==> config.mk <==
export PLATFORM = sky130hd
export DESIGN_NAME = wsg_top
export DESIGN_NICKNAME = d
export VERILOG_FILES = /design/src/wsg_pkg.sv /design/src/wsg_cnt_if.sv /design/src/wsg_counter.sv /design/src/wsg_sync.sv /design/src/wsg_top.sv
export VERILOG_INCLUDE_DIRS = /design/src
export SDC_FILE = /design/constraint.sdc
export NUM_CORES = 1
export LEC_CHECK = 0
export ABC_AREA = 1
export BUFFER_PORTS_ARGS = -buffer_cell sky130_fd_sc_hd__buf_4
export CORE_AREA = 2 2 74 76
export CTS_CLUSTER_SIZE = 28
export DETAILED_ROUTE_END_ITERATION = 8
export DIE_AREA = 0 0 76 78
export GPL_TIMING_DRIVEN = 0
export MAX_ROUTING_LAYER = met4
export PLACE_DENSITY = 0.81
export REMOVE_ABC_BUFFERS = 1
export SYNTH_ARGS = -nofsm -noshare
export SYNTH_HDL_FRONTEND = slang
export SYNTH_SLANG_ARGS = --single-unit
==> constraint.sdc <==
create_clock -name I_CLK -period 4.2 [get_ports I_CLK]
set_input_delay 0.84 -clock I_CLK [delete_from_list [all_inputs] [get_ports I_CLK]]
set_output_delay 0.84 -clock I_CLK [all_outputs]
set_load 0.1 [all_outputs]
==> src/wsg_params.svh <==
`ifndef WSG_PARAMS_SVH
`define WSG_PARAMS_SVH

// ***********************************
// Register port addresses
// ***********************************
`define WSG_ADDR_WAIT0 8'h72
`define WSG_ADDR_WAIT1 8'h73
`define WSG_ADDR_WAIT2 8'h74
`define WSG_ADDR_REF 8'h75

// ***********************************
// Reset values and fields
// ***********************************
`define WSG_WAIT_RST 8'hFF
`define WSG_REF_RST 4'hF
`define WSG_MEM_HI 7
`define WSG_MEM_LO 4
`define WSG_IO_HI 3
`define WSG_IO_LO 0
`define WSG_RDATA_IDLE 8'h00

// ***********************************
// Wait select encodings
// ***********************************
`define WSG_SEL_REG0 2'h0
`define WSG_SEL_REG1 2'h1
`define WSG_SEL_REG2 2'h2
`define WSG_SEL_OFF 2'h3

// ***********************************
// Wait state counts
// ***********************************
`define WSG_NP_EXTRA 5'h01
`define WSG_INTA_WAITS 5'h05
`define WSG_INT_MIN 5'h01
`define WSG_CNT_ZERO 5'h00
`define WSG_CNT_ONE 5'h01

`endif

==> src/wsg_pkg.sv <==
package wsg_pkg;
    // Gray sequence along idle, address, wait, end of cycle
    typedef enum logic [1:0] {
        WSG_ST_IDLE = 2'h0,
        WSG_ST_ADDR = 2'h1,
        WSG_ST_WAIT = 2'h3,
        WSG_ST_END = 2'h2
    } wsg_state_t;
endpackage

==> src/wsg_cnt_if.sv <==
`timescale 1ns/1ps
interface wsg_cnt_if #(parameter int CNT_W = 5);
    logic load;
    logic [CNT_W-1:0] load_val;
    logic done;
    modport ctl (output load, output load_val, input done);
    modport cnt (input load, input load_val, output done);
endinterface

==> src/wsg_counter.sv <==
`timescale 1ns/1ps
`include "wsg_params.svh"
module wsg_counter #(parameter int CNT_W = 5) (
    input wire logic i_clk,
    input wire logic i_rst_n,
    wsg_cnt_if.cnt cif
);
    logic [CNT_W-1:0] cnt_ff;
    logic [CNT_W-1:0] nxt_cnt;

    // ***********************************
    // Down-counter, one step per bus clock
    // ***********************************
    always_comb begin
        nxt_cnt = cnt_ff;
        if (cif.load) begin
            nxt_cnt = cif.load_val;
        end else if (cnt_ff != `WSG_CNT_ZERO) begin
            nxt_cnt = CNT_W'(cnt_ff - `WSG_CNT_ONE);
        end
    end

    always_ff @(posedge i_clk or negedge i_rst_n) begin
        if (!i_rst_n) begin
            cnt_ff <= CNT_W'(`WSG_CNT_ZERO);
        end else begin
            cnt_ff <= nxt_cnt;
        end
    end

    // Last wait state in progress
    assign cif.done = (cnt_ff == `WSG_CNT_ONE) && !cif.load;

    property p_done_once;
        @(posedge i_clk) disable iff (!i_rst_n)
        cif.done |=> !cif.done;
    endproperty
    a_done_once: assert property (p_done_once)
        else $error("count exhausted twice in a row");
endmodule

==> src/wsg_sync.sv <==
`timescale 1ns/1ps
module wsg_sync #(
    parameter int W = 1,
    parameter logic [W-1:0] RST_VAL = '0
) (
    input wire logic i_clk,
    input wire logic i_rst_n,
    input wire logic [W-1:0] i_async,
    output logic [W-1:0] o_sync
);
    logic [W-1:0] meta_ff;
    logic [W-1:0] sync_ff;
    logic [W-1:0] nxt_meta;
    logic [W-1:0] nxt_sync;

    always_comb begin
        nxt_meta = i_async;
        nxt_sync = meta_ff;
    end

    always_ff @(posedge i_clk or negedge i_rst_n) begin
        if (!i_rst_n) begin
            meta_ff <= RST_VAL;
            sync_ff <= RST_VAL;
        end else begin
            meta_ff <= nxt_meta;
            sync_ff <= nxt_sync;
        end
    end

    assign o_sync = sync_ff;
endmodule

==> src/wsg_top.sv <==
// Behaviour
// - Inserts 1 to 16 waits non-pipelined, 0 to 15 pipelined.
// - Wait select picks one of three 8-bit wait count registers.
// - Upper nibble counts memory cycles, lower nibble I/O cycles.
// - Select 11 disables the generator for all but own register and interrupt acknowledge accesses; no wait states requested.
// - As DMA master, ready input decides when the cycle ends.
// - As slave, ready and address strobe track cycles and pipelining.
// - Non-pipelined: sample select and memory/I-O in first T2.
// - Ready output held high for each wait state of the count.
// - Select sampled on the edge after the last strobe state.
// - Own register accesses take 2 to 5, or 7, wait states.
// - Interrupt acknowledge to the device takes exactly 5 waits.
// - Own register accesses get at least one wait, even pipelined.
// - Refresh cycles use the refresh wait count register.
// - Select 11 during refresh keeps ready output inactive.
// - Other non-pipelined cycles take programmed count plus one.
// - Memory/I-O low picks I/O nibble of register 0/1/2, high memory.
// - Pipelined cycles take one wait state fewer.
// - Reset loads wait count registers 0/1/2 with FFH, the refresh register with FH.
// - Refresh register never selected by pins, used on refresh.
`timescale 1ns/1ps
`include "wsg_params.svh"
module wsg_top
    import wsg_pkg::*;
#(
    parameter int CNT_W = 5
) (
    input wire logic I_CLK,
    input wire logic I_RST_N,
    input wire logic I_ADDRESS_STROBE_N,
    input wire logic I_READY_N,
    input wire logic [1:0] I_WAIT_SELECT,
    input wire logic I_M_IO,
    input wire logic I_DMA_MASTER,
    input wire logic I_REFRESH_CYC,
    input wire logic I_INT_REG_HIT,
    input wire logic [2:0] I_INT_REG_WAITS,
    input wire logic I_INTA_HIT,
    input wire logic I_PORT_WR,
    input wire logic I_PORT_RD,
    input wire logic [7:0] I_PORT_ADDR,
    input wire logic [7:0] I_PORT_WDATA,
    output logic [7:0] O_PORT_RDATA,
    output logic O_READY_OUT_N
);

    // ***********************************
    // Pin synchronisers
    // ***********************************
    logic ads_n_s;
    logic rdy_n_s;
    logic [1:0] sel_s;
    logic m_io_s;

    wsg_sync #(.W(5), .RST_VAL(5'h1F)) u_sync (
        .i_clk(I_CLK),
        .i_rst_n(I_RST_N),
        .i_async({I_ADDRESS_STROBE_N, I_READY_N, I_WAIT_SELECT, I_M_IO}),
        .o_sync({ads_n_s, rdy_n_s, sel_s, m_io_s})
    );

    // ***********************************
    // Wait count registers
    // ***********************************
    logic [7:0] wait0_ff;
    logic [7:0] wait1_ff;
    logic [7:0] wait2_ff;
    logic [3:0] ref_ff;
    logic [7:0] nxt_wait0;
    logic [7:0] nxt_wait1;
    logic [7:0] nxt_wait2;
    logic [3:0] nxt_ref;
    logic [7:0] rdata_ff;
    logic [7:0] nxt_rdata;

    always_comb begin
        nxt_wait0 = wait0_ff;
        nxt_wait1 = wait1_ff;
        nxt_wait2 = wait2_ff;
        nxt_ref = ref_ff;
        if (I_PORT_WR) begin
            case (I_PORT_ADDR)
                `WSG_ADDR_WAIT0: begin
                    nxt_wait0 = I_PORT_WDATA;
                end
                `WSG_ADDR_WAIT1: begin
                    nxt_wait1 = I_PORT_WDATA;
                end
                `WSG_ADDR_WAIT2: begin
                    nxt_wait2 = I_PORT_WDATA;
                end
                `WSG_ADDR_REF: begin
                    nxt_ref = I_PORT_WDATA[`WSG_IO_HI:`WSG_IO_LO];
                end
                default: begin
                    nxt_ref = ref_ff;
                end
            endcase
        end
    end

    // Reads return the stored count; unmapped addresses read zero
    always_comb begin
        nxt_rdata = rdata_ff;
        if (I_PORT_RD) begin
            case (I_PORT_ADDR)
                `WSG_ADDR_WAIT0: nxt_rdata = wait0_ff;
                `WSG_ADDR_WAIT1: nxt_rdata = wait1_ff;
                `WSG_ADDR_WAIT2: nxt_rdata = wait2_ff;
                `WSG_ADDR_REF: nxt_rdata = {4'h0, ref_ff};
                default: nxt_rdata = `WSG_RDATA_IDLE;
            endcase
        end
    end

    always_ff @(posedge I_CLK or negedge I_RST_N) begin
        if (!I_RST_N) begin
            wait0_ff <= `WSG_WAIT_RST;
            wait1_ff <= `WSG_WAIT_RST;
            wait2_ff <= `WSG_WAIT_RST;
            ref_ff <= `WSG_REF_RST;
            rdata_ff <= `WSG_RDATA_IDLE;
        end else begin
            wait0_ff <= nxt_wait0;
            wait1_ff <= nxt_wait1;
            wait2_ff <= nxt_wait2;
            ref_ff <= nxt_ref;
            rdata_ff <= nxt_rdata;
        end
    end

    assign O_PORT_RDATA = rdata_ff;

    // ***********************************
    // Wait count selection
    // ***********************************
    function automatic logic [3:0] pick_nib(input logic [7:0] r, input logic mem);
        pick_nib = mem ? r[`WSG_MEM_HI:`WSG_MEM_LO] : r[`WSG_IO_HI:`WSG_IO_LO];
    endfunction

    // Pipelined cycles drop the extra wait that non-pipelined ones add
    function automatic logic [CNT_W-1:0] calc_waits(input logic [3:0] nib,
                                                    input logic piped);
        calc_waits = piped ? CNT_W'(nib) : CNT_W'(CNT_W'(nib) + `WSG_NP_EXTRA);
    endfunction

    wsg_state_t st_ff;
    wsg_state_t nxt_st;
    logic pipe_ff;
    logic nxt_pipe;
    logic pend_ff;
    logic nxt_pend;
    logic rdy_out_n_ff;
    logic nxt_rdy_out_n;
    logic [3:0] sel_nib;
    logic [CNT_W-1:0] wait_n;
    logic gen_off;
    logic sample;
    logic fire;
    logic [CNT_W-1:0] int_waits;

    wsg_cnt_if #(.CNT_W(CNT_W)) cnt_bus ();

    always_comb begin
        case (sel_s)
            `WSG_SEL_REG0: sel_nib = pick_nib(wait0_ff, m_io_s);
            `WSG_SEL_REG1: sel_nib = pick_nib(wait1_ff, m_io_s);
            `WSG_SEL_REG2: sel_nib = pick_nib(wait2_ff, m_io_s);
            default: sel_nib = 4'h0;
        endcase
    end

    // Own register accesses never run with zero waits: recovery time
    assign int_waits = (CNT_W'(I_INT_REG_WAITS) < `WSG_INT_MIN) ? CNT_W'(`WSG_INT_MIN)
                       : CNT_W'(I_INT_REG_WAITS);

    always_comb begin
        if (I_INTA_HIT) begin
            wait_n = CNT_W'(`WSG_INTA_WAITS);
        end else if (I_INT_REG_HIT) begin
            wait_n = int_waits;
        end else if (I_REFRESH_CYC) begin
            wait_n = calc_waits(ref_ff, pipe_ff);
        end else begin
            wait_n = calc_waits(sel_nib, pipe_ff);
        end
    end

    // Own accesses are answered whatever the select pins say
    assign gen_off = (sel_s == `WSG_SEL_OFF) && !I_INTA_HIT && !I_INT_REG_HIT;
    // First edge after the strobe's last active state
    assign sample = (st_ff == WSG_ST_ADDR) && ads_n_s;

    // ***********************************
    // Bus cycle tracker
    // ***********************************
    always_comb begin
        nxt_st = st_ff;
        nxt_pipe = pipe_ff;
        nxt_pend = pend_ff;
        fire = 1'b0;
        cnt_bus.load = 1'b0;
        cnt_bus.load_val = wait_n;
        case (st_ff)
            WSG_ST_IDLE: begin
                if (!ads_n_s) begin
                    nxt_st = WSG_ST_ADDR;
                    nxt_pipe = 1'b0;
                end
            end
            WSG_ST_ADDR: begin
                if (sample) begin
                    if (gen_off) begin
                        nxt_st = WSG_ST_END;
                    end else if (wait_n == `WSG_CNT_ZERO) begin
                        fire = 1'b1;
                        nxt_st = WSG_ST_END;
                    end else begin
                        cnt_bus.load = 1'b1;
                        nxt_st = WSG_ST_WAIT;
                    end
                end
            end
            WSG_ST_WAIT: begin
                if (!ads_n_s) begin
                    nxt_pend = 1'b1;
                end
                if (cnt_bus.done) begin
                    fire = 1'b1;
                    nxt_st = WSG_ST_END;
                end
            end
            WSG_ST_END: begin
                if (!ads_n_s) begin
                    nxt_pend = 1'b1;
                end
                // Cycle closes on the ready seen at the pins
                if (!rdy_n_s) begin
                    nxt_pend = 1'b0;
                    if (pend_ff || !ads_n_s) begin
                        nxt_st = WSG_ST_ADDR;
                        // DMA cycles of our own are never pipelined
                        nxt_pipe = !I_DMA_MASTER;
                    end else begin
                        nxt_st = WSG_ST_IDLE;
                        nxt_pipe = 1'b0;
                    end
                end
            end
            default: begin
                nxt_st = WSG_ST_IDLE;
            end
        endcase
        // Ready stays high while waits run; low for one clock at the end
        nxt_rdy_out_n = !fire;
    end

    always_ff @(posedge I_CLK or negedge I_RST_N) begin
        if (!I_RST_N) begin
            st_ff <= WSG_ST_IDLE;
            pipe_ff <= 1'b0;
            pend_ff <= 1'b0;
            rdy_out_n_ff <= 1'b1;
        end else begin
            st_ff <= nxt_st;
            pipe_ff <= nxt_pipe;
            pend_ff <= nxt_pend;
            rdy_out_n_ff <= nxt_rdy_out_n;
        end
    end

    assign O_READY_OUT_N = rdy_out_n_ff;

    wsg_counter #(.CNT_W(CNT_W)) u_cnt (
        .i_clk(I_CLK),
        .i_rst_n(I_RST_N),
        .cif(cnt_bus)
    );

    // ***********************************
    // Checks
    // ***********************************
    property p_off_no_ready;
        @(posedge I_CLK) disable iff (!I_RST_N)
        (sample && gen_off) |=> O_READY_OUT_N && (st_ff == WSG_ST_END);
    endproperty
    a_off_no_ready: assert property (p_off_no_ready)
        else $error("disabled generator drove ready");

    property p_ref_off;
        @(posedge I_CLK) disable iff (!I_RST_N)
        (sample && I_REFRESH_CYC && gen_off) |=> O_READY_OUT_N [*2];
    endproperty
    a_ref_off: assert property (p_ref_off)
        else $error("refresh with select off drove ready");

    property p_np_plus_one;
        @(posedge I_CLK) disable iff (!I_RST_N)
        (sample && !pipe_ff && !I_INTA_HIT && !I_INT_REG_HIT && !I_REFRESH_CYC
         && sel_s == `WSG_SEL_REG1 && m_io_s)
        |-> wait_n == CNT_W'(wait1_ff[`WSG_MEM_HI:`WSG_MEM_LO]) + `WSG_NP_EXTRA;
    endproperty
    a_np_plus_one: assert property (p_np_plus_one)
        else $error("non-pipelined count is not count plus one");

    property p_pipe_less;
        @(posedge I_CLK) disable iff (!I_RST_N)
        (sample && pipe_ff && !I_INTA_HIT && !I_INT_REG_HIT && !I_REFRESH_CYC
         && sel_s == `WSG_SEL_REG1 && m_io_s)
        |-> wait_n == CNT_W'(wait1_ff[`WSG_MEM_HI:`WSG_MEM_LO]);
    endproperty
    a_pipe_less: assert property (p_pipe_less)
        else $error("pipelined count wrong");

    property p_inta_five;
        @(posedge I_CLK) disable iff (!I_RST_N)
        (sample && I_INTA_HIT) |=> O_READY_OUT_N [*5] ##1 !O_READY_OUT_N;
    endproperty
    a_inta_five: assert property (p_inta_five)
        else $error("interrupt acknowledge did not get five waits");

    property p_int_min;
        @(posedge I_CLK) disable iff (!I_RST_N)
        (sample && I_INT_REG_HIT && !I_INTA_HIT) |=> O_READY_OUT_N;
    endproperty
    a_int_min: assert property (p_int_min)
        else $error("own register access got no wait state");

    property p_count_three;
        @(posedge I_CLK) disable iff (!I_RST_N)
        (cnt_bus.load && cnt_bus.load_val == 5'h03)
        |=> O_READY_OUT_N [*3] ##1 !O_READY_OUT_N;
    endproperty
    a_count_three: assert property (p_count_three)
        else $error("ready not asserted when count exhausted");

    property p_ref_count;
        @(posedge I_CLK) disable iff (!I_RST_N)
        (sample && I_REFRESH_CYC && !I_INTA_HIT && !I_INT_REG_HIT && !pipe_ff)
        |-> wait_n == CNT_W'(ref_ff) + `WSG_NP_EXTRA;
    endproperty
    a_ref_count: assert property (p_ref_count)
        else $error("refresh count not taken from refresh register");

    property p_sample_edge;
        @(posedge I_CLK) disable iff (!I_RST_N)
        (cnt_bus.load) |-> st_ff == WSG_ST_ADDR && ads_n_s
        && (!$past(ads_n_s) || $past(st_ff) != WSG_ST_ADDR);
    endproperty
    a_sample_edge: assert property (p_sample_edge)
        else $error("wait count loaded outside the sampling edge");

endmodule
==> run_summary.xml <==
<?xml version="1.0" encoding="UTF-8"?>
<metrics>
  <group name="critical_path">
    <metric name="crit_cells" unit="">19</metric>
    <metric name="critical_path.startpoint_type" unit="">flop</metric>
    <metric name="worst-path-buf-inv" unit="">3</metric>
    <metric name="path_cells" unit="">inv_2 &gt; nand2_1 &gt; nand2_1 &gt; nand2_1 &gt; nand3_2 &gt; ha_1 &gt; o21ai_0 &gt; o21ai_0 &gt; inv_1 &gt; nand2_1 &gt; nand2_1 &gt; nand2_1 &gt; nor2_2 &gt; nand3_2 &gt; nand2_4 &gt; nand2_4 &gt; inv_2 &gt; nand2_1 &gt; nand2_1</metric>
    <metric name="critical-path-top-delay-family" unit="">simple AND/OR/NAND/NOR gates</metric>
    <metric name="r2r.worst_path.cells" unit="">19</metric>
    <metric name="type_of_the_setup_path_with_the_least_slack" unit="">flop to flop</metric>
    <metric name="regToRegStartpoint" unit="">u_sync.o_sync[0]</metric>
    <metric name="critPathRequiredTime" unit="ps">4460</metric>
    <metric name="critical_path.max_fanout" unit="">14</metric>
    <metric name="timing.critical_path.mode_cell" unit="">nand2_1</metric>
    <metric name="crit_path_top_delay_cell" unit="">dfstp_2</metric>
    <metric name="critical_path.max_stage_delay" unit="ps">700</metric>
    <metric name="worstPathArrival" unit="ps">2850</metric>
    <metric name="setup.worst_path.end_class" unit="">flop</metric>
    <metric name="setup.worst_path.start" unit="">u_sync.o_sync[0]</metric>
  </group>
  <group name="global_routing">
    <metric name="global_route.usage.total" unit="%">24.0</metric>
    <metric name="grt_pass1_wl" unit="mm">11.1</metric>
    <metric name="grt_start_max_net_pins" unit="">57</metric>
    <metric name="antenna_found_initial" unit="">0</metric>
    <metric name="first_global_vias" unit="">2477</metric>
    <metric name="grt_overflow" unit="">0</metric>
  </group>
  <group name="timing">
    <metric name="fin_skew" unit="ps">3.11</metric>
    <metric name="rsz0062_at_grt" unit="">no</metric>
    <metric name="maxClockFrequency" unit="MHz">386</metric>
    <metric name="report.final.setup_viol" unit="">0</metric>
    <metric name="hold_viol" unit="">0</metric>
    <metric name="finalCriticalPeriod" unit="ps">2590</metric>
    <metric name="timing.max_slew.rel_slack" unit="%">38.8</metric>
    <metric name="max_slew.worst_pin.slew" unit="ps">915</metric>
    <metric name="drv_slew" unit="">0</metric>
    <metric name="setup_tns" unit="ps">0</metric>
    <metric name="period_share" unit="%">61.7</metric>
  </group>
  <group name="clock_network">
    <metric name="tritoncts.num_buffers" unit="">5</metric>
    <metric name="clkSinkCount" unit="">56</metric>
    <metric name="tritoncts_clock_tree" unit="">built</metric>
    <metric name="post_cts.repair.setup_buffers" unit="">0</metric>
    <metric name="clk_root_buffer_cell" unit="">clkbuf_8</metric>
    <metric name="path_clk_slew" unit="ps">100</metric>
    <metric name="postCtsResizedCells" unit="">0</metric>
    <metric name="htreeDepth" unit="">2</metric>
    <metric name="clockBufferDepth" unit="">2</metric>
    <metric name="clock_insertion_delay_worst_skew" unit="ps">310</metric>
    <metric name="hold_buffers" unit="">0</metric>
  </group>
  <group name="route">
    <metric name="met3WireLength" unit="um">443</metric>
    <metric name="wl_met1" unit="mm">3.02</metric>
    <metric name="dr.first_iter.drc_count" unit="">257</metric>
    <metric name="dr.max_layer_used" unit="">met4</metric>
    <metric name="post_drt_antenna_nets" unit="">0</metric>
    <metric name="via_per_inst" unit="">5.20</metric>
    <metric name="drc" unit="">0</metric>
    <metric name="route.met2.wl" unit="mm">2.91</metric>
    <metric name="wl" unit="mm">6.46</metric>
    <metric name="first_pass_iters" unit="">5</metric>
    <metric name="via_count" unit="">2596</metric>
    <metric name="drt-wirelength-per-cell" unit="um">12.9</metric>
  </group>
  <group name="floorplanning">
    <metric name="core_area" unit="sq mm">0.00504</metric>
    <metric name="die_x" unit="um">76</metric>
    <metric name="fp-row-count" unit="">26</metric>
    <metric name="io-pin-count" unit="">41</metric>
    <metric name="die_height" unit="um">78</metric>
    <metric name="floorplan.die_area" unit="sq mm">0.00593</metric>
    <metric name="start_util" unit="%">59.8</metric>
  </group>
  <group name="synthesis">
    <metric name="yosysTopAreaCell" unit="">dfstp_2</metric>
    <metric name="synthesis.area_per_instance" unit="sq um">7.79</metric>
    <metric name="dominantRegCellSynth" unit="">dfstp_2</metric>
    <metric name="yosysWarningCount" unit="">0</metric>
    <metric name="async_flop_share" unit="%">100</metric>
    <metric name="synth.ff_latch_count" unit="">56</metric>
    <metric name="yosys-top-cells-area" unit="">dfstp_2 (34%), dfrtp_1 (14%), nand2_1 (14%)</metric>
    <metric name="synth_top_area_share" unit="%">34.0</metric>
    <metric name="synth_cells" unit="">387</metric>
    <metric name="yosys.cell_types.count" unit="">35</metric>
    <metric name="synth-seq-area-share" unit="%">48.1</metric>
    <metric name="synth-edff-count" unit="">0</metric>
    <metric name="synth.cell_area" unit="sq mm">0.00301</metric>
  </group>
  <group name="min_path">
    <metric name="worstHoldPathType" unit="">flop to flop</metric>
    <metric name="timing.hold.worst_path_depth" unit="">0</metric>
    <metric name="hold_path.startpoint" unit="">u_sync.meta_ff[1]</metric>
  </group>
  <group name="power_and_ir_drop">
    <metric name="cellPowerDensity" unit="mW/mm^2">400</metric>
    <metric name="cellLeakagePower" unit="uW">0.00166</metric>
    <metric name="ir_worst_vdd" unit="uV">234</metric>
  </group>
  <group name="run">
    <metric name="drv.max_cap_violation_count" unit="">0</metric>
  </group>
  <group name="status">
    <metric name="outcome" unit="">completed</metric>
  </group>
  <group name="place">
    <metric name="port-buffer-count" unit="">40</metric>
    <metric name="globalplace.congestion" unit="">0.890</metric>
    <metric name="detailedPlacementHpwl" unit="mm">4.70</metric>
    <metric name="cell_area_reported_after_detailed_placement" unit="sq mm">0.00337</metric>
  </group>
  <group name="cells_and_area">
    <metric name="diodes" unit="">0</metric>
    <metric name="design.final.nets" unit="">465</metric>
    <metric name="drive_gt1_share" unit="%">24.5</metric>
    <metric name="mostFrequentLayoutCell" unit="">nand2_1</metric>
    <metric name="area_delta_synth_final" unit="%">14.5</metric>
    <metric name="final_cell_area" unit="sq mm">0.00345</metric>
    <metric name="layout.cells.most_common_list" unit="">nand2_1 (113), inv_1 (57), o21ai_0 (44), buf_4 (40), dfstp_2 (39)</metric>
  </group>
</metrics>
==> state kept, by name, summed over array words and instances (netlist names), 4 cells and up <==
register and cells:
O_PORT_RDATA 8, ref_ff 4, u_cnt.cnt_ff 5, u_sync.meta_ff 5, u_sync.o_sync 5, wait0_ff 8
wait1_ff 8, wait2_ff 8
==> cells by family (layout without fill, tap and decap cells) <==
logic type | after synthesis | in the layout | share of synthesized area (%)
buf+inv | 68 | 110 | 8.89
compound gates | 75 | 75 | 13.9
fa+ha+maj | 5 | 5 | 2.08
simple gates | 181 | 181 | 26.5
flops | 56 | 56 | 48.1
xor+xnor | 2 | 2 | 0.582
==> final timing paths <==
| kind | endpoint | slack, ps |
|---|---|---|
| max | u_cnt.cnt_ff[0] | 1610 |
| min | u_sync.o_sync[1] | 360 |
| max reg2reg | u_cnt.cnt_ff[0] | 1610 |
| min reg2reg | u_sync.o_sync[1] | 360 |
| max in group asynchronous | u_cnt.cnt_ff[4] | 3200 |
| min in group asynchronous | O_PORT_RDATA[1] | 570 |
==> through the flow <==
step | hold slack (ps) | setup slack [ps] | util [%] | cells | power (uW)
6_report | 361 | 1610 | 68.4 | 499 | 1380
5_1_grt | 365 | 1340 | 68.4 | 499 | 1480
4_1_cts | 361 | 1650 | 68.4 | 499 | 1390
3_5_place_dp | 347 | 1460 | 66.7 | 491 | 1090
3_3_place_gp | 346 | 1530 | 66.7 | 491 | 1080
2_1_floorplan | 345 | 1940 | - | 381 | 985
==> worst register-to-register path: cells and delay by family (launching register included) <==
family,cells,cell delay [ps]
and+or+nand+nor,13,1000
DFF,1,700
buffers and inverters,3,300
adders and majority gates,1,300
AOI/OAI and AO/OA,2,240
==> cell type report <==
type / count / area [sq um]
fill: 452 / 1590
sequential: 56 / 1450
multi-input combinational: 263 / 1290
timing repair buffer: 40 / 300
inverter: 62 / 233
tap: 70 / 87.6
clock buffer: 7 / 76.3
clock inverter: 1 / 8.76
==> where the power goes <==
| group | internal (uW) | switching, uW |
|---|---|---|
| Sequential | 628 | 50.0 |
| Clock | 121 | 174 |
| Combinational | 152 | 258 |
| Total | 900 | 482 |
==> cells in the mapped netlist (5+ instances only) <==
library cell	number
nand2_1	113
inv_1	57
o21ai_0	44
dfstp_2	39
nor2_1	26
nand3_1	19
dfrtp_1	17
a21oi_1	9
o22ai_1	8
ha_1	5
nand3_2	5
==> routing by layer <==
metal  GRT usage (%)  up-vias
met5               -        -
met4            6.55        0
met3            4.42        9
met2            38.4      102
met1            31.9     1165
li1                -     1320
Note: power is estimated with default switching activity, not from simulation.
